[config.mk]
export PLATFORM = sky130hd
export DESIGN_NAME = irq_source_config
export DESIGN_NICKNAME = d
export VERILOG_FILES = /design/src/design/irq_source_pkg.sv /design/src/design/input_edge_sync.sv /design/src/design/irq_source_config.sv
export VERILOG_INCLUDE_DIRS = /design/src /design/src/design
export SDC_FILE = /design/constraint.sdc
export NUM_CORES = 1
export LEC_CHECK = 0
export BUFFER_PORTS_ARGS = -buffer_cell sky130_fd_sc_hd__clkbuf_2
export CAP_MARGIN = 20
export CORE_MARGIN = 10
export CORE_UTILIZATION = 58
export DETAILED_ROUTE_END_ITERATION = 7
export PLACE_DENSITY_LB_ADDON = 0.3
export SYNTH_ARGS = -nofsm -noshare
export SYNTH_HDL_FRONTEND = slang
export SYNTH_SLANG_ARGS = --single-unit
[constraint.sdc]
create_clock -name sys_clk -period 7.1 [get_ports sys_clk]
set_clock_uncertainty 0.2 [all_clocks]
set_input_delay 1.065 -clock sys_clk [delete_from_list [all_inputs] [get_ports sys_clk]]
set_output_delay 1.065 -clock sys_clk [all_outputs]
set_load 0.02 [all_outputs]
[src/design/irq_source_defs.svh]
`ifndef IRQ_SOURCE_DEFS_SVH
`define IRQ_SOURCE_DEFS_SVH
// indexed register bank (bank select high)
`define IDX_SOURCE_SELECT      8'h02
`define IDX_CONFIG_LO          8'h04
`define IDX_CONFIG_HI          8'h05
`define IDX_THRESH_B0          8'h08
`define IDX_THRESH_B1          8'h09
`define IDX_THRESH_B2          8'h0A
`define IDX_THRESH_B3          8'h0B
// configuration byte 1 field positions
`define CFG_ENH_BIT            7
`define CFG_BANK_BIT           6
`define CFG_BLOCK_BIT          5
`define CFG_SYNC_BIT           4
// shared source codes, plus counter-only SRC_SAMPLE
`define SRC_THRESH             4'h2
`define SRC_FRAME_MAX          4'h3
`define SRC_TRIG_START         4'h4
`define SRC_TRIG_STOP          4'h5
`define SRC_SAMPLE             4'h1
// counter source 0010 counts blocks of this many samples
`define BLOCK_SAMPLES          9'h100
`define RESET_BYTE             8'h00
`define RESET_WORD32           32'h00000000
`endif

[src/design/irq_source_pkg.sv]
package irq_source_pkg;
   typedef logic [3:0] src_code_t;
   typedef logic [7:0] index_t;
endpackage

[src/design/input_edge_sync.sv]
`timescale 1ns/1ps
`default_nettype none
module input_edge_sync #(
   parameter int WIDTH = 4
) (
   input  wire logic             sys_clk,  // board clock
   input  wire logic             rst,      // sync reset
   input  wire logic [WIDTH-1:0] pin_in,   // asynchronous pins
   output logic      [WIDTH-1:0] rise,     // one-cycle rising pulse
   output logic      [WIDTH-1:0] fall      // one-cycle falling pulse
);
   logic [WIDTH-1:0] s1;
   logic [WIDTH-1:0] s2;
   logic [WIDTH-1:0] s3;
   logic [WIDTH-1:0] stable;
   wire  [WIDTH-1:0] agree = ~(s2 ^ s3);
   wire  [WIDTH-1:0] next_stable = (agree & s3) | (~agree & stable);

   // synchronise and detect
   always_ff @(posedge sys_clk)
   begin
      if (rst)
      begin
         s1     <= '0;
         s2     <= '0;
         s3     <= '0;
         stable <= '0;
         rise   <= '0;
         fall   <= '0;
      end
      else
      begin
         s1     <= pin_in;
         s2     <= s1;
         s3     <= s2;
         stable <= next_stable;
         rise   <= next_stable & ~stable;
         fall   <= ~next_stable & stable;
      end
   end
endmodule // input_edge_sync
`default_nettype wire

[src/design/irq_source_config.sv]
// Functional notes
// source B codes: none, reserved, threshold, frame max, trig start, trig stop.
// source A uses same codes and sets its own flag independently.
// codes 1000-1111 pick digital input 0-3, even rising, odd falling.
// bank enable 1 shows source flags in status low nibble, else channel.
// source flags set only while bank enable is 1.
// enhanced selection bit picks normal or enhanced control meaning.
// block bit 1 suppresses classic sample and burst interrupts.
// DMA enable overrides the block bit.
// classic DMA and FIFO interrupts ignore the block bit.
// counter source codes: never, sample/frame, 256-sample block, frame max, trig edges.
// counter upper codes pick digital input edges as selectors do.
// sync bit clears threshold counter at each trigger start.
// all source fields and control bits reset to zero.
// config reachable as bytes 0x04, 0x05 or one 16-bit word.
// counter reaching threshold produces a one-cycle output pulse.
// index advances by access size unless auto increment disabled.
// digital inputs synchronised, each edge a single-cycle event.
// none and reserved codes give no event but read back unchanged.
`timescale 1ns/1ps
`default_nettype none
`include "irq_source_defs.svh"
module irq_source_config
   import irq_source_pkg::*;
#(
   parameter int DIN_WIDTH = 4
) (
   input  wire logic                 sys_clk,          // board clock 40 MHz
   input  wire logic                 rst,              // sync reset, high
   input  wire logic                 indexed_bank_select, // bank select bit
   input  wire logic                 auto_index_increment_disable, // freeze index
   input  wire logic                 index_load,       // load index pulse
   input  wire logic [7:0]           index_load_value, // new index
   input  wire logic                 reg_wr,           // write strobe
   input  wire logic                 reg_rd,           // read strobe
   input  wire logic                 reg_word,         // 16-bit access
   input  wire logic [15:0]          reg_wdata,        // write data
   input  wire logic [DIN_WIDTH-1:0] digital_input,    // input pins
   input  wire logic [3:0]           adc_channel,      // current channel
   input  wire logic                 sample_done,      // sample/frame pulse
   input  wire logic                 frame_max,        // frame max pulse
   input  wire logic                 trig_start,       // trigger active pulse
   input  wire logic                 trig_stop,        // trigger inactive pulse
   input  wire logic                 status_flag_clear,// clear source flags
   input  wire logic                 classic_irq_req,  // sample/burst irq
   input  wire logic                 dma_irq_req,      // classic dma irq
   input  wire logic                 fifo_irq_req,     // fifo irq
   input  wire logic                 dma_enable,       // dma bit
   output logic [15:0]               reg_rdata,        // read data
   output logic [7:0]                index,            // current index
   output logic [3:0]                status_low_nibble,// status low nibble
   output logic                      source_a_flag,    // source A flag
   output logic                      source_b_flag,    // source B flag
   output logic                      enhanced_selection, // enhanced meaning
   output logic                      irq_request,      // combined classic irq
   output logic                      threshold_pulse   // threshold reached
);
   logic [3:0]  source_a_select;
   logic [3:0]  source_b_select;
   logic [3:0]  fifo_block_count;
   logic [3:0]  threshold_counter_source;
   logic        status_bank_enable;
   logic        classic_interrupt_block;
   logic        threshold_trigger_sync;
   logic [31:0] threshold_value;
   logic [31:0] thresh_count;
   logic [8:0]  block_count;
   logic [DIN_WIDTH-1:0] din_rise;
   logic [DIN_WIDTH-1:0] din_fall;

   input_edge_sync #(.WIDTH(DIN_WIDTH)) u_sync (
      .sys_clk (sys_clk),
      .rst     (rst),
      .pin_in  (digital_input),
      .rise    (din_rise),
      .fall    (din_fall)
   );

   wire block_tick = sample_done && (block_count == `BLOCK_SAMPLES - 9'h001);

   // edges in code order 1000..1111: rise then fall for each input
   wire [7:0] din_edges = {din_fall[3], din_rise[3], din_fall[2], din_rise[2],
                           din_fall[1], din_rise[1], din_fall[0], din_rise[0]};
   wire [2:0] pulse_events = {trig_stop, trig_start, frame_max};

   // decode shared codes (reserved, none give zero per R18)
   // all events are arguments: a continuous assignment re-evaluates only on its operands
   function automatic logic src_event(input src_code_t code, input logic thr,
                                      input logic [2:0] pulses, input logic [7:0] edges);
      if (code[3])
         // input edges
         src_event = edges[code[2:0]];
      else
         case (code)
            `SRC_THRESH:     src_event = thr;
            `SRC_FRAME_MAX:  src_event = pulses[0];
            `SRC_TRIG_START: src_event = pulses[1];
            `SRC_TRIG_STOP:  src_event = pulses[2];
            default:         src_event = 1'b0;
         endcase
   endfunction

   // counter source decode, R11 input edges via same function
   wire count_event = (threshold_counter_source == `SRC_SAMPLE) ? sample_done :
                      (threshold_counter_source == `SRC_THRESH) ? block_tick :
                      src_event(threshold_counter_source, 1'b0, pulse_events, din_edges);
   wire [31:0] count_inc = thresh_count + 32'h00000001;
   // reach on the counting event
   wire        reach = count_event && (count_inc == threshold_value);
   // independent flag events, R5 gated by bank enable
   wire        a_event = status_bank_enable &&
                         src_event(source_a_select, threshold_pulse, pulse_events, din_edges);
   wire        b_event = status_bank_enable &&
                         src_event(source_b_select, threshold_pulse, pulse_events, din_edges);

   wire wr_lo  = reg_wr && indexed_bank_select;
   wire hit_sel = wr_lo && index == `IDX_SOURCE_SELECT;
   // byte or word access to config
   wire hit_clo = wr_lo && index == `IDX_CONFIG_LO;
   wire hit_chi = wr_lo && (index == `IDX_CONFIG_HI || (index == `IDX_CONFIG_LO && reg_word));
   wire [7:0] hi_data = (index == `IDX_CONFIG_HI) ? reg_wdata[7:0] : reg_wdata[15:8];
   wire [7:0] thr_base = `IDX_THRESH_B0;
   wire thr_wr = wr_lo && index[7:2] == thr_base[7:2];

   // index advance
   wire [7:0] step = reg_word ? 8'h02 : 8'h01;
   wire [7:0] next_index = index_load ? index_load_value :
      ((reg_wr || reg_rd) && !auto_index_increment_disable) ? index + step : index;

   wire [15:0] cfg_word = {enhanced_selection, status_bank_enable, classic_interrupt_block,
                           threshold_trigger_sync, threshold_counter_source,
                           4'h0, fifo_block_count};
   wire [15:0] thr_half = index[1] ? threshold_value[31:16] : threshold_value[15:0];
   wire [15:0] next_rdata =
      !indexed_bank_select               ? 16'h0000 :
      (index == `IDX_SOURCE_SELECT)      ? {8'h00, source_b_select, source_a_select} :
      (index == `IDX_CONFIG_LO)          ? cfg_word :
      (index == `IDX_CONFIG_HI)          ? {8'h00, cfg_word[15:8]} :
      (index[7:2] == thr_base[7:2])      ? (index[0] ? {8'h00, thr_half[15:8]} : thr_half) :
      16'h0000;

   // block classic, R8 dma override, R9 dma/fifo untouched
   wire next_irq = (classic_irq_req && (!classic_interrupt_block || dma_enable))
                   || dma_irq_req || fifo_irq_req;
   // status nibble mux
   wire [3:0] next_nibble = status_bank_enable ?
      {2'b00, (source_b_flag || b_event), (source_a_flag || a_event)} : adc_channel;

   always_ff @(posedge sys_clk)
   begin
      if (rst)
      begin
         // reset to zero
         source_a_select          <= 4'h0;
         source_b_select          <= 4'h0;
         fifo_block_count         <= 4'h0;
         threshold_counter_source <= 4'h0;
         enhanced_selection       <= 1'b0;
         status_bank_enable       <= 1'b0;
         classic_interrupt_block  <= 1'b0;
         threshold_trigger_sync   <= 1'b0;
         index                    <= `RESET_BYTE;
      end
      else
      begin
         index <= next_index;
         // all codes stored as written
         if (hit_sel)
         begin
            source_a_select <= reg_wdata[3:0];
            source_b_select <= reg_wdata[7:4];
         end
         if (hit_clo)
            fifo_block_count <= reg_wdata[3:0];
         if (hit_chi)
         begin
            // enhanced selection bit
            enhanced_selection       <= hi_data[`CFG_ENH_BIT];
            status_bank_enable       <= hi_data[`CFG_BANK_BIT];
            classic_interrupt_block  <= hi_data[`CFG_BLOCK_BIT];
            threshold_trigger_sync   <= hi_data[`CFG_SYNC_BIT];
            threshold_counter_source <= hi_data[3:0];
         end
      end
   end

   always_ff @(posedge sys_clk)
   begin
      if (rst)
      begin
         threshold_value <= `RESET_WORD32;
         thresh_count    <= `RESET_WORD32;
         block_count     <= 9'h000;
         threshold_pulse <= 1'b0;
      end
      else
      begin
         if (thr_wr)
         begin
            if (index[0])
               threshold_value[{index[1], 4'h8} +: 8] <= reg_wdata[7:0];
            else if (reg_word)
               threshold_value[{index[1], 4'h0} +: 16] <= reg_wdata;
            else
               threshold_value[{index[1], 4'h0} +: 8] <= reg_wdata[7:0];
         end
         // wrap on the tick, else a 9-bit count would tick only every 512 samples
         if (sample_done)
            block_count <= block_tick ? 9'h000 : block_count + 9'h001;
         threshold_pulse <= reach;
         // trigger sync clear wins over counting
         if (threshold_trigger_sync && trig_start)
            thresh_count <= `RESET_WORD32;
         else if (reach)
            thresh_count <= `RESET_WORD32;
         else if (count_event)
            thresh_count <= count_inc;
      end
   end

   always_ff @(posedge sys_clk)
   begin
      if (rst)
      begin
         source_a_flag     <= 1'b0;
         source_b_flag     <= 1'b0;
         reg_rdata         <= 16'h0000;
         status_low_nibble <= 4'h0;
         irq_request       <= 1'b0;
      end
      else
      begin
         // set wins over clear
         source_a_flag     <= a_event || (source_a_flag && !status_flag_clear);
         source_b_flag     <= b_event || (source_b_flag && !status_flag_clear);
         reg_rdata         <= next_rdata;
         status_low_nibble <= next_nibble;
         irq_request       <= next_irq;
      end
   end
endmodule // irq_source_config
`default_nettype wire

* Yosys cells after proc, flatten, opt, wreduce, memory -nomap -nowiden
Index checks and enable logic that the tools add are counted.
** Storage, ports and cells
- Input port bits :: 49
- Output and inout bits :: 33
- Logic and storage cells :: 133
- Flip-flop bits (word level) :: 149
** Cells by class
- Magnitude comparators :: 3
- Bitwise operators :: 11
- Equal/unequal tests :: 19
- Reduce and logical (&&, ||, !) cells :: 32
- Multiplexer cells :: 31
- Add/subtract/negate cells :: 5
- Shift-type cells :: 6
** Operators by type and width (count)
- bitwise mux 32 bit :: 3
- two-way mux 16 bit :: 5
- two-way mux 32 bit :: 2
- variable shift 8 x 7 -> 32 bit, first input constant :: 2
- variable part select 8 x 7 -> 32 bit :: 2
- adder 32 x 1 -> 32 bit, second input constant :: 1
- == test 32 bit :: 1
- two-way mux 8 bit :: 4
- variable shift 16 x 7 -> 32 bit, first input constant :: 1
- variable part select 16 x 7 -> 32 bit :: 1
- == test 4 x 2 -> 1 bit, second input constant :: 6
- == test 4 x 3 -> 1 bit, second input constant :: 6
- AND 4 bit :: 4
- == test 8 x 3 -> 1 bit, second input constant :: 2
- NOT 4 bit :: 4
- logical AND 1 bit :: 15
- negation 5 -> 7 bit :: 2
- less-than comparator 3 x 4 -> 1 bit, second input constant :: 3
- adder 9 x 1 -> 9 bit, second input constant :: 1
- binary-select mux 1 bit (select 3 bit) :: 3
- == test 9 x 8 -> 1 bit, second input constant :: 1
- logical OR 1 bit :: 9
- two-way mux 9 bit :: 1
- adder 8 x 2 -> 8 bit :: 1
- other kinds (14) :: 27

* Logic depth before layout (Yosys ltp)
Gate-level depths: netlist (run 1).
- Depth in word-level cells :: 7
- Mapped depth :: 12
- Gate-level depth less buffers :: 11

* By module
A second synthesis (run 1) with hierarchy kept.
** Second synthesis, totals
- Cells, all modules :: 904
- Area, all modules :: 7706.1 sq um
** By module, submodules not included
- irq_source_config :: times used 1, seq. area each 2502.4 sq um, cells an instance 846, area each 6924.1 sq um
- input_edge_sync :: times used 1, seq. area each 480.5 sq um, cells an instance 58, area each 782.0 sq um

* Least setup slack after synthesis (run 1)
Ideal clock, no wire load.
- Path kind :: input to register
- Start :: input sample_done
- End :: register thresh_count[31]
- Arrival time :: 2.980 ns
- Path slack :: 3.801 ns
- Stages :: 9
- Library setup time :: 0.119 ns
- Data required time :: 6.781 ns
- Path buffers :: 1
- Path through :: clkbuf_1 > nand4_1 > nor4_1 > o22ai_1 > nor2_1 > or4b_1 > nor3_1 > xnor2_1 > nor3_1
** On the way
- Word-level cells in the longest chain between the ends :: 5
** RTL lines
- from (decl) :: RTL line irq_source_config.sv:40 : input wire logic sample_done,
- logical AND 1 bit :: RTL line irq_source_config.sv:79 : wire block_tick = sample_done && (block_count == `BLOCK_SAMPLES - 9'h001);
- two-way mux 1 bit :: RTL line irq_source_config.sv:105 : (threshold_counter_source == `SRC_THRESH) ? block_tick :
- two-way mux 1 bit (*) :: RTL line irq_source_config.sv:104 : wire count_event = (threshold_counter_source == `SRC_SAMPLE) ? sample_done :
- logical AND 1 bit :: RTL line irq_source_config.sv:109 : wire reach = count_event && (count_inc == threshold_value);
- OR reduction 3 bit (no source line)
- to (signal assigned) :: RTL line irq_source_config.sv:192 : thresh_count <= `RESET_WORD32;
- to (signal assigned) :: RTL line irq_source_config.sv:213 : thresh_count <= `RESET_WORD32;
- to (signal assigned) :: RTL line irq_source_config.sv:215 : thresh_count <= `RESET_WORD32;
- to (decl) :: RTL line irq_source_config.sv:66 : logic [31:0] thresh_count;
Every way passes the cells marked *; elsewhere a longest branch is shown, timed or not.
A chain may end at the register's enable or synchronous reset.

* Worst setup path after layout (run 1)
- Start :: register thresh_count[11]
- End :: register thresh_count[5]
** On the way
- Word-level cells in the longest chain between the ends :: 4
** RTL lines
- adder 32 x 1 -> 32 bit :: RTL line irq_source_config.sv:107 : wire [31:0] count_inc = thresh_count + 32'h00000001;
- == test 32 bit :: RTL line irq_source_config.sv:109
- logical AND 1 bit :: RTL line irq_source_config.sv:109
- OR reduction 3 bit (no source line)
No other way between the ends.

==> impl_results.rst, run 1 <==
.. list-table::
   :header-rows: 1

   * - Metric
     - Value
   * - Crit Path Class
     - flop to flop
   * - Relative slew slack
     - 0.258
   * - Post-route antenna net violation count
     - 0
   * - Antenna cells
     - 0
   * - Global router's overall resource usage
     - 0.226
   * - Biggest area contributors in the synthesized netlist
     - dfxtp_1 (39%), mux2i_1 (7.1%), xnor2_1 (6.4%), nor2_1 (5.7%), nor3_1 (5.1%)
   * - Residual overflow from global routing
     - 0
   * - Proportion of layout cells with a drive suffix above 1
     - 0.159
   * - Netlist Area Pre-Place
     - about 7600 sq um
   * - Initial core utilization
     - 0.595
   * - DR iter-0 viols
     - just over 700
   * - Maximum Capacitance Violations
     - 0
   * - Synthesis-stage register bit count
     - around 150
   * - Main synth FF type
     - dfxtp_1
   * - Worst Path Max Fanout
     - 22
   * - Net count after synthesis
     - about 930
   * - Number of buffers added for setup after CTS
     - 0
   * - Number of enable-type register cells in the synthesized netlist
     - 0
   * - Unrepaired setup endpoints after global routing
     - false
   * - Portion of total power attributed to sequential cells
     - 0.463
   * - Area share of the largest cell type after synthesis
     - 0.394
   * - Worst Setup EP
     - thresh_count[5]
   * - Number of buffers added to fix hold violations after cts
     - 0
   * - Signed area change from the synthesized netlist to the final layout
     - 14.0%
   * - Final Slew Violations
     - 0
   * - Count of unresolved DRC violations after routing
     - 0
   * - Highest cell delay on the worst timing path
     - just under 0.9 ns
   * - Share of total power consumed by net switching
     - 0.254
   * - Status
     - finished, final reports clean
   * - Setup crit start kind
     - flop
   * - Capture point of the worst reg-to-reg path
     - thresh_count[5]
   * - Global placer's final weighted congestion
     - 1.01
   * - Post-route standard cell area excluding fillers
     - 8620 sq um
   * - Endpoint type of the worst setup path
     - flop
   * - Synth area leader
     - dfxtp_1
   * - Area post-placement
     - around 8000 sq um
   * - Highest attainable clock frequency
     - between 200 and 250 MHz
   * - Bufs and invs on worst path
     - 1
   * - Worst path arrival time
     - between 4 and 5 ns
   * - Clock buffer count from CTS
     - 17
   * - Mean Syn Cell Area
     - approximately 8.6 sq um
   * - Boundary Pins
     - 82
   * - Row cnt
     - 41
   * - Final net count
     - around 1000
   * - Worst Reg-to-Reg Cells
     - 9
   * - Sinks on Clock Net
     - around 150
   * - Worst Path Required
     - 7.21 ns
   * - Cell type with the highest occurrence count on the critical path
     - nand4_1
   * - Max clock buf depth
     - 2
   * - Total die area
     - around 18000 sq um
   * - Height of the die
     - 134 microns
   * - Startpoint of the worst-slack reg-to-reg timing path
     - thresh_count[11]
   * - Most numerous cell types in the synthesized netlist
     - dfxtp_1 (149), nor2_1 (115), nor3_1 (77)
   * - Count of buffers from port buffering
     - 81
   * - Areal power density over the cells
     - 215 nW/um^2
   * - Number of distinct library cells after synthesis
     - 65
   * - Psw
     - 0.000472 W
   * - Pint
     - ~0.0014 W
   * - Clock tree from TritonCTS
     - done
   * - Number of hold violations in the final report
     - 0
   * - Worst path top cell family by delay
     - simple AND/OR/NAND/NOR gates
   * - Detailed-route wire length
     - slightly above 20000 microns
   * - Sum of negative setup slack
     - 0 ns
   * - Largest net degree at the start of global routing
     - 59
   * - Vias
     - 6685
   * - Number of resized instances in the post-cts repair step
     - 0
   * - Post-route clock period utilization
     - 0.586
   * - Area inside the core boundary
     - roughly 13000 sq um
   * - Minimum setup slack among reg-to-reg paths
     - about 2.9 ns
   * - Crit. Startpoint
     - thresh_count[11]
   * - Clk Latency, worst-skew pair
     - approximately 0.43 ns
   * - Startpoint of the worst hold path
     - u_sync.s3[0]
   * - Clk slew on worst S/H paths
     - about 0.070 ns
   * - Relative contribution of the clock network to total power
     - 0.479
   * - Cells after Synth
     - 877
   * - Number of global-route vias before repair
     - 6460
   * - Die W
     - 134 microns
   * - Min-delay worst type
     - flop to flop
   * - Finish-stage setup viols
     - 0
   * - Proportion of power drawn by combinational gates
     - 0.057
   * - Number of antenna violations at the first check in global routing
     - 0
   * - Vias per inst
     - roughly 6.0
   * - Crit. path cell count
     - 9
   * - Time the worst path needs with I/O delays and setup
     - around 4.2 ns
   * - Cell leakage power
     - roughly 3.1 nW
   * - Worst Max-Slew Pin Slew
     - 1.11 ns
   * - Library cell with the highest instance count after synthesis
     - dfxtp_1
   * - Global-route wire length before repair
     - ~33000 microns
   * - Cell with the largest stage delay on the worst path
     - nor4_1
   * - Root buf cell
     - clkbuf_16
   * - H-tree level count
     - 4
   * - Number of synthesis warnings
     - 0
   * - Cells along the critical path
     - nand4_1, nor4_1, nand4_1, xnor2_1, or4_1, and4b_1, and3_1, buf_4, nor3_1
   * - Average detailed-routed wire length per instance
     - 18.4 microns
   * - Max IR drop VDD
     - between 0.0002 and 0.00025 V
   * - Sequential share of the synthesized area
     - 0.394
   * - Total iterations of the first detailed-routing run
     - 7
   * - Async set-reset flop share out of synthesis
     - 0
   * - Post-detailed-placement half-perimeter wirelength
     - ~15000 microns
==> through the flow <==
step	cells	setup WS (ns)	util	hold slack, ns	total power (W)
2_1_floorplan	877	3.80	-	0.193	0.000939
3_3_place_gp	1082	3.13	0.629	0.205	0.000978
3_5_place_dp	1082	2.97	0.629	0.211	0.000980
4_1_cts	1114	2.95	0.675	0.216	0.00187
5_1_grt	1117	2.53	0.678	0.237	0.00191
6_report	1117	2.94	0.678	0.216	0.00186
==> worst min path at each step <==
stage / to / slack, ns / cells after the start
final: u_sync.fall[0] / 0.22 / 1
after global routing: u_sync.fall[0] / 0.24 / 1
after CTS: u_sync.fall[0] / 0.22 / 1
after detailed placement: u_sync.fall[0] / 0.21 / 1
after global placement: u_sync.fall[1] / 0.21 / 1
after floorplan: u_sync.fall[0] / 0.19 / 1
==> metal layers <==
layer  wire length [microns]  track usage
met5                       0            0
met4                     484       0.0859
met3                    1870       0.0653
met2                    9130        0.347
met1                    9100        0.293
==> layout make-up <==
| class | count | area [sq um] |
|---|---|---|
| Multi-Input combinational cell | 661 | 4300 |
| Sequential cell | 149 | 2980 |
| Clock inverter | 15 | 159 |
| Timing Repair Buffer | 90 | 495 |
| Clock buffer | 17 | 425 |
| Fill cell | 1037 | 4100 |
| Tap cell | 172 | 215 |
| Inverter | 13 | 48.8 |
==> placed cells by master, fill, tap and decap left out, types with 8 or more instances in the layout <==
cell / n
a211oi_1: 14
a21oi_1: 44
a22oi_1: 20
buf_4: 8
clkbuf_16: 17
clkbuf_2: 80
dfxtp_1: 149
inv_1: 12
mux2_2: 9
mux2i_1: 54
nand2_1: 53
nand3_1: 21
nand4_1: 18
nor2_1: 115
nor2b_1: 20
nor3_1: 77
nor4_1: 9
o21ai_0: 29
xnor2_1: 55
xor2_1: 32
==> logic make-up (layout without fill, tap and decap cells) <==
| kind of cell | Yosys count | after routing | synth area share |
|---|---|---|---|
| compound gates | 134 | 134 | 0.112 |
| xor+xnor | 87 | 87 | 0.101 |
| fa+ha+maj | 6 | 6 | 0.0109 |
| buf+inv | 67 | 135 | 0.0379 |
| flops | 149 | 149 | 0.394 |
| mux | 69 | 69 | 0.103 |
| simple gates | 365 | 365 | 0.242 |
==> power by group through the flow <==
stage | Clock [W] | Combinational [W] | Sequential (W)
3_3_place_gp | 0 | 0.000101 | 0.000878
5_1_grt | 0.000936 | 0.000116 | 0.000861
6_report | 0.000890 | 0.000106 | 0.000860
2_1_floorplan | 0 | 0.0000620 | 0.000878
4_1_cts | 0.000903 | 0.000103 | 0.000860
3_5_place_dp | 0 | 0.000102 | 0.000878
==> worst reg2reg max path, stage by stage (launching register included) <==
cell and delay (ns):
dfxtp_1 0.51, nand4_1 0.30, nor4_1 0.88, nand4_1 0.28, xnor2_1 0.19, or4_1 0.53, and4b_1 0.27, and3_1 0.43
buf_4 0.35, nor3_1 0.10
==> flip-flops by register name, indices dropped and copies added (netlist names), 4 cells and up <==
name and cells:
u_sync.rise 4, thresh_count 32, u_sync.stable 4, source_b_select 4, u_sync.s2 4, index 8, source_a_select 4, block_count 9
status_low_nibble 4, fifo_block_count 4, u_sync.fall 4, u_sync.s3 4, threshold_counter_source 4, threshold_value 32, u_sync.s1 4, reg_rdata 16
No activity file was read; power rests on OpenSTA's default activity.
==> inputs of run 2 (changes only) <==
--- a/config.mk
+++ b/config.mk
@@ -9,7 +9,7 @@
 export BUFFER_PORTS_ARGS = -buffer_cell sky130_fd_sc_hd__clkbuf_2
 export CAP_MARGIN = 20
 export CORE_MARGIN = 10
-export CORE_UTILIZATION = 58
+export CORE_UTILIZATION = 53
 export DETAILED_ROUTE_END_ITERATION = 7
 export PLACE_DENSITY_LB_ADDON = 0.3
 export SYNTH_ARGS = -nofsm -noshare
==> constraint.sdc (replaced) <==
create_clock -name sys_clk -period 3.4 [get_ports sys_clk]
set_clock_uncertainty 0.2 [all_clocks]
set_input_delay 0.51 -clock sys_clk [delete_from_list [all_inputs] [get_ports sys_clk]]
set_output_delay 0.51 -clock sys_clk [all_outputs]
set_load 0.02 [all_outputs]
==> run 2 against run 1 <==
- wire length up 0.77%
- via count about the same
- first-iteration DRC count up 1.5%
- power up 110%
- combinational power up 120%
- highest routed layer unchanged
- largest power group unchanged
- maximum frequency up 32%
- worst setup slack worse by 2.7 ns
- critical endpoint is now thresh_count[20]
- critical path depth unchanged
==> impl_results.rst, run 2 (synthesis gave the netlist of run 1 again) <==
.. list-table::
   :header-rows: 1

   * - Metric
     - Value
   * - Status
     - finished, final reports clean
   * - H-tree level count
     - 4 (unchanged)
   * - Post-route clock period utilization
     - 0.928 (+0.342)
   * - Setup crit start kind
     - flop
   * - Post-detailed-placement half-perimeter wirelength
     - 15400 microns (+3.7%)
   * - DR iter-0 viols
     - 725 (+1.5%)
   * - Crit. Startpoint
     - thresh_count[10]
   * - Count of buffers from port buffering
     - 81 (unchanged)
   * - Endpoint type of the worst setup path
     - flop
   * - Capture point of the worst reg-to-reg path
     - thresh_count[20]
   * - Finish-stage setup viols
     - 0 (unchanged)
   * - Clock tree from TritonCTS
     - done
   * - Largest net degree at the start of global routing
     - 69 (+17%)
   * - Signed area change from the synthesized netlist to the final layout
     - 16.7%
   * - Hold EP
     - u_sync.s1[0]
   * - FF/Latch Area
     - 2980 sq um (unchanged)
   * - Cell leakage power
     - 3.28 nW (+4.3%)
   * - Combined area of the multi-input logic cells
     - 4300 sq um (+0.12%)
   * - Max clock buf depth
     - 2 (unchanged)
   * - Area post-placement
     - 8230 sq um (+2.8%)
   * - Proportion of layout cells with a drive suffix above 1
     - 0.182 (+0.0236)
   * - Detailed-route wire length
     - 20700 microns (+0.77%)
   * - Final net count
     - 1013 (+2.6%)
   * - Clk slew on worst S/H paths
     - 0.07 ns (about the same)
   * - Clk Latency, worst-skew pair
     - 0.44 ns (about the same)
   * - Areal power density over the cells
     - 449 nW/um^2 (+110%)
   * - Commonest non-fill, non-tap cells in the layout
     - dfxtp_1 (149), nor2_1 (115), clkbuf_2 (80)
   * - Row cnt
     - 43 (+4.9%)
   * - Minimum setup slack among reg-to-reg paths
     - 0.24 ns (-2.69 ns)
   * - Vias
     - 6686 (+0.015%)
   * - Maximum Capacitance Violations
     - 0 (unchanged)
   * - Hold slack
     - 0.0863 ns (-0.129 ns)
   * - Height of the die
     - 139 microns (+3.9%)
   * - Worst Reg-to-Reg Cells
     - 9 (unchanged)
   * - Sum of negative setup slack
     - 0 ns (unchanged)
   * - Global router's overall resource usage
     - 0.207 (-0.0187)
   * - Cell with the largest stage delay on the worst path
     - or4_4
   * - Unrepaired setup endpoints after global routing
     - false
   * - Worst Max-Slew Pin Slew
     - 0.727 ns (-0.382 ns)
   * - Worst Path Required
     - 3.50 ns (-3.71 ns)
   * - Time the worst path needs with I/O delays and setup
     - 3.16 ns (-1.01 ns)
   * - Worst slack at placement
     - 0.252 ns (-2.72 ns)
   * - Number of non-filler instances in the completed layout
     - 1151 (+3.0%)
   * - Worst Path Max Fanout
     - 19 (-14%)
   * - Number of global-route vias before repair
     - 6279 (-2.8%)
   * - Clock buffer count from CTS
     - 17 (unchanged)
   * - Global placer's final weighted congestion
     - 0.976 (-3.3%)
   * - Total die area
     - 19500 sq um (+8.0%)
   * - Crit Path Class
     - flop to flop
   * - Startpoint of the worst-slack reg-to-reg timing path
     - thresh_count[10]
   * - Min-delay worst type
     - input pin to flop
   * - Worst path arrival time
     - 3.26 ns (-1.01 ns)
   * - Most common library cell in the layout ignoring fill and taps
     - dfxtp_1
   * - Area inside the core boundary
     - 13900 sq um (+9.5%)
   * - Worst hold path depth
     - 2 (+1)
   * - Cells along the critical path
     - nand4_1, or4_4, nor4_4, xnor2_1, or4_1, and4b_1, and3_1, buf_4, nor3_1
   * - Number of hold violations in the final report
     - 0 (unchanged)
   * - Final Slew Violations
     - 0 (unchanged)
   * - Boundary Pins
     - 82 (unchanged)
   * - Global-route wire length before repair
     - 33300 microns (about the same)
   * - Relative slew slack
     - 0.515 (+0.257)
   * - Initial core utilization
     - 0.543 (-0.0518)
   * - Number of buffers added to fix hold violations after cts
     - 0 (unchanged)
   * - Max IR drop VDD
     - 0.000365 V (+66%)
   * - Number of buffers added for setup after CTS
     - 0 (unchanged)
   * - Startpoint of the worst hold path
     - digital_input[0]
   * - Vias per inst
     - 5.81 (-2.9%)
   * - Average detailed-routed wire length per instance
     - 18.0 microns (-2.2%)
   * - Residual overflow from global routing
     - 0 (unchanged)
   * - Highest cell delay on the worst timing path
     - 0.55 ns (-0.33 ns)
   * - Total iterations of the first detailed-routing run
     - 5 (-2)
   * - Number of antenna violations at the first check in global routing
     - 0 (unchanged)
   * - Die W
     - 139 microns (+3.9%)
   * - Post-route standard cell area excluding fillers
     - 8830 sq um (+2.4%)
   * - Final WS setup
     - 0.244 ns (-2.69 ns)
   * - Sinks on Clock Net
     - 149 (unchanged)
   * - Fillers
     - 1218 (+17%)
   * - Number of cells in the design after placement
     - 1119 (+3.4%)
   * - Count of unresolved DRC violations after routing
     - 0 (unchanged)
   * - Leading registers by flop count
     - thresh_count x32, threshold_value x32, reg_rdata x16
   * - Highest attainable clock frequency
     - 317 MHz (+32%)
   * - Root buf cell
     - clkbuf_16
   * - Antenna cells
     - 0 (unchanged)
   * - Post-route antenna net violation count
     - 0 (unchanged)
-- run 2: power by group --
group	internal, W	switching (W)
Combinational	0.0000835	0.000144
Clock	0.00111	0.000838
Sequential	0.00177	0.0000211
-- run 2: final cells by class --
type,count,area share
Clock buffer,17,0.0482
Tap cell,180,0.0255
Timing Repair Buffer,116,0.0759
Sequential cell,149,0.338
Clock inverter,15,0.0201
Inverter,13,0.00552
Multi-Input combinational cell,661,0.487
-- run 2: through the flow --
step / power [W] / utilization
after floorplan: 0.00196 / -
after global placement: 0.00205 / 0.590
after detailed placement: 0.00205 / 0.590
after CTS: 0.00398 / 0.634
after global routing: 0.00408 / 0.634
final: 0.00397 / 0.634
-- run 2: worst max-delay path by stage --
stage	endpoint	slack (ns)
detailed placement	thresh_count[20]	0.25
finish	thresh_count[20]	0.24
CTS	thresh_count[20]	0.23
global route	thresh_count[19]	0.01
floorplan	thresh_count[10]	0.24
global placement	thresh_count[22]	0.33
-- run 2: what timing repair did --
action                     4_1_cts  5_1_grt
setup endpoints to repair        0       19
hold endpoints to repair         0        0
gates resized for setup          0        1
-- run 2: worst max-delay path: cells and delay by family, from the launching register on --
kind / cells / cell delay [ns]
simple gates: 7 / 2.01
flops: 1 / 0.48
buf+inv: 1 / 0.24
xor+xnor: 1 / 0.09
-- run 2: routing by layer --
metal,up-vias,global-route usage,part of all wire
met5,-,0,0
met4,0,0.0593,0.017
met3,28,0.0636,0.081
met2,238,0.309,0.45
met1,3146,0.281,0.45
li1,3274,-,-
==> inputs of run 3 (changes only) <==
--- a/config.mk
+++ b/config.mk
@@ -8,10 +8,10 @@
 export LEC_CHECK = 0
 export BUFFER_PORTS_ARGS = -buffer_cell sky130_fd_sc_hd__clkbuf_2
 export CAP_MARGIN = 20
-export CORE_MARGIN = 10
 export CORE_UTILIZATION = 53
 export DETAILED_ROUTE_END_ITERATION = 7
 export PLACE_DENSITY_LB_ADDON = 0.3
+export SLEW_MARGIN = 20
 export SYNTH_ARGS = -nofsm -noshare
 export SYNTH_HDL_FRONTEND = slang
 export SYNTH_SLANG_ARGS = --single-unit
==> run 3 against run 2 <==
- via count grew 0.16%
- highest routed layer unchanged
- global-route usage grew 7.5 points
- critical path type unchanged
- critical path depth is the same
- largest cell class unchanged
- worst setup slack lost 0.092 ns
- final cell count shrank 0.61%
==> impl_results.rst, run 3 (synthesis gave the netlist of run 1 again) <==
.. list-table::
   :header-rows: 1

   * - Metric
     - Value
   * - Commonest non-fill, non-tap cells in the layout
     - dfxtp_1 (149), nor2_1 (115), clkbuf_2 (80)
   * - Global-route wire length before repair
     - 32000 microns (-3.8%)
   * - Largest net degree at the start of global routing
     - 48 (-30%)
   * - Number of non-filler instances in the completed layout
     - 1144 (-0.61%)
   * - Area post-placement
     - 8190 sq um (-0.49%)
   * - Max clock buf depth
     - 2 (unchanged)
   * - Number of global-route vias before repair
     - 6275 (-0.064%)
   * - Crit Path Class
     - flop to flop
   * - Endpoint type of the worst setup path
     - flop
   * - Height of the die
     - 121 microns (-13%)
   * - Average detailed-routed wire length per instance
     - 17.5 microns (-2.8%)
   * - Highest attainable clock frequency
     - 308 MHz (-2.8%)
   * - Number of antenna violations at the first check in global routing
     - 0 (unchanged)
   * - Startpoint of the worst-slack reg-to-reg timing path
     - thresh_count[4]
   * - Capture point of the worst reg-to-reg path
     - thresh_count[7]
   * - Worst path top cell family by delay
     - simple AND/OR/NAND/NOR gates
   * - Worst Max-Slew Pin Slew
     - 0.620 ns (-0.106 ns)
   * - Bufs and invs on worst path
     - 1 (unchanged)
   * - Unrepaired setup endpoints after global routing
     - false
   * - Worst Path Max Fanout
     - 32 (+13)
   * - Finish-stage setup viols
     - 0 (unchanged)
   * - Signed area change from the synthesized netlist to the final layout
     - 16.3%
   * - Global placer's final weighted congestion
     - 0.939 (-3.8%)
   * - Highest cell delay on the worst timing path
     - 0.59 ns (+0.04 ns)
   * - Post-route clock period utilization
     - 0.955 (+0.0270)
   * - H-tree level count
     - 4 (unchanged)
   * - Global router's overall resource usage
     - 0.282 (+0.0752)
   * - Initial core utilization
     - 0.545 (+0.00210)
   * - Worst Reg-to-Reg Cells
     - 9 (unchanged)
   * - Clk slew on worst S/H paths
     - 0.06 ns (about the same)
   * - Time the worst path needs with I/O delays and setup
     - 3.25 ns (+0.0919 ns)
   * - Total die area
     - 14800 sq um (-24%)
   * - Number of cells in the design after placement
     - 1112 (-0.63%)
   * - Final Slew Violations
     - 0 (unchanged)
   * - Sinks on Clock Net
     - 149 (unchanged)
   * - Total iterations of the first detailed-routing run
     - 5 (unchanged)
   * - Vias per inst
     - 5.85 (+0.78%)
   * - Final net count
     - 1006 (-0.69%)
   * - Relative slew slack
     - 0.585 (+0.0695)
   * - Minimum setup slack among reg-to-reg paths
     - 0.15 ns (-0.09 ns)
   * - Count of unresolved DRC violations after routing
     - 0 (unchanged)
   * - Maximum Capacitance Violations
     - 0 (unchanged)
   * - Most common library cell in the layout ignoring fill and taps
     - dfxtp_1
   * - Die W
     - 121 microns (-13%)
   * - Sum of negative setup slack
     - 0 ns (unchanged)
   * - Worst path arrival time
     - 3.34 ns (+0.08 ns)
   * - Status
     - finished, final reports clean
   * - Detailed-route wire length
     - 20000 microns (-3.4%)
   * - Fillers
     - 1209 (-0.74%)
   * - Number of hold violations in the final report
     - 0 (unchanged)
   * - Count of buffers from port buffering
     - 81 (unchanged)
   * - Cells along the critical path
     - nand4_2, or4_4, nor4_4, xnor2_1, or4_1, and4b_1, and3_1, buf_12, nor3_1
   * - DR iter-0 viols
     - 753 (+3.9%)
   * - Min-delay worst type
     - input pin to flop
   * - Clock buffer count from CTS
     - 17 (unchanged)
   * - Worst Path Required
     - 3.49 ns (about the same)
   * - Areal power density over the cells
     - 450 nW/um^2 (+0.18%)
   * - Max IR drop VDD
     - 0.000431 V (+18%)
   * - Hold EP
     - u_sync.s1[2]
   * - Root buf cell
     - clkbuf_16
   * - Startpoint of the worst hold path
     - digital_input[2]
   * - Cell with the largest stage delay on the worst path
     - or4_4
   * - Post-detailed-placement half-perimeter wirelength
     - 14400 microns (-6.5%)
   * - Setup crit start kind
     - flop
   * - Proportion of layout cells with a drive suffix above 1
     - 0.176 (-0.00594)
   * - Antenna cells
     - 0 (unchanged)
   * - Cell leakage power
     - 3.25 nW (-0.95%)
   * - Clk Latency, worst-skew pair
     - 0.43 ns (about the same)
   * - Post-route standard cell area excluding fillers
     - 8800 sq um (-0.35%)
   * - Row cnt
     - 43 (unchanged)
   * - Post-route antenna net violation count
     - 0 (unchanged)
   * - Clock tree from TritonCTS
     - done
   * - Residual overflow from global routing
     - 0 (unchanged)
   * - Vias
     - 6697 (+0.16%)
   * - Leading registers by flop count
     - thresh_count x32, threshold_value x32, reg_rdata x16
   * - Worst hold path depth
     - 2 (unchanged)
   * - Boundary Pins
     - 82 (unchanged)
   * - Area inside the core boundary
     - 13900 sq um (-0.39%)
run 3: cell types whose count changed in the layout (fill, tap and decap cells not counted):
cell | before | now
buf_12 | 0 | 1
nor4_2 | 0 | 1
nor4_1 | 9 | 8
nand3_2 | 1 | 0
buf_4 | 36 | 28
inv_6 | 7 | 6
clkinv_8 | 0 | 1
nand3_1 | 20 | 21
run 3: layout make-up:
class	instances	area, sq um	area share
multi-input combinational	661	4300	0.489
sequential	149	2980	0.339
timing repair buffer	109	631	0.0716
clock buffer	17	425	0.0483
tap	180	225	0.0256
clock inverter	15	185	0.0210
inverter	13	48.8	0.00554
run 3: how the worst max path moves through the flow:
stage | cells past startpoint | slack [ns] | startpoint | to
floorplan | 11 | 0.24 | thresh_count[11] | thresh_count[10]
global placement | 9 | 0.26 | thresh_count[4] | thresh_count[6]
detailed placement | 9 | 0.22 | thresh_count[4] | thresh_count[7]
CTS | 9 | 0.20 | thresh_count[4] | thresh_count[7]
global route | 9 | 0.02 | thresh_count[4] | thresh_count[5]
finish | 9 | 0.15 | thresh_count[4] | thresh_count[7]
run 3: what timing repair did:
item	in CTS	in global routing
resized for setup	0	1
endpoints found under the setup margin	0	30
buffers inserted	0	0
hold endpoints to repair	0	0
hold buffers	0	0
run 3: per-layer routing:
| layer | part of all wire | track usage | vias to the layer above |
|---|---|---|---|
| met5 | 0 | 0 | - |
| met4 | 0.032 | 0.121 | 0 |
| met3 | 0.072 | 0.0653 | 44 |
| met2 | 0.45 | 0.433 | 270 |
| met1 | 0.45 | 0.377 | 3134 |
| li1 | - | - | 3249 |
run 3: per-stage QoR:
step	total power, W	hold slack (ns)	worst slack (ns)	utilization
floorplan	0.00196	0.193	0.240	-
global placement	0.00205	0.204	0.261	0.590
detailed placement	0.00205	0.203	0.218	0.590
CTS	0.00398	0.0886	0.200	0.634
global route	0.00407	0.0886	0.0209	0.634
finish	0.00396	0.0973	0.152	0.634
run 3: where the power goes:
group | switching, W | internal (W)
Combinational | 0.000147 | 0.0000847
Sequential | 0.0000200 | 0.00177
Clock | 0.000824 | 0.00112
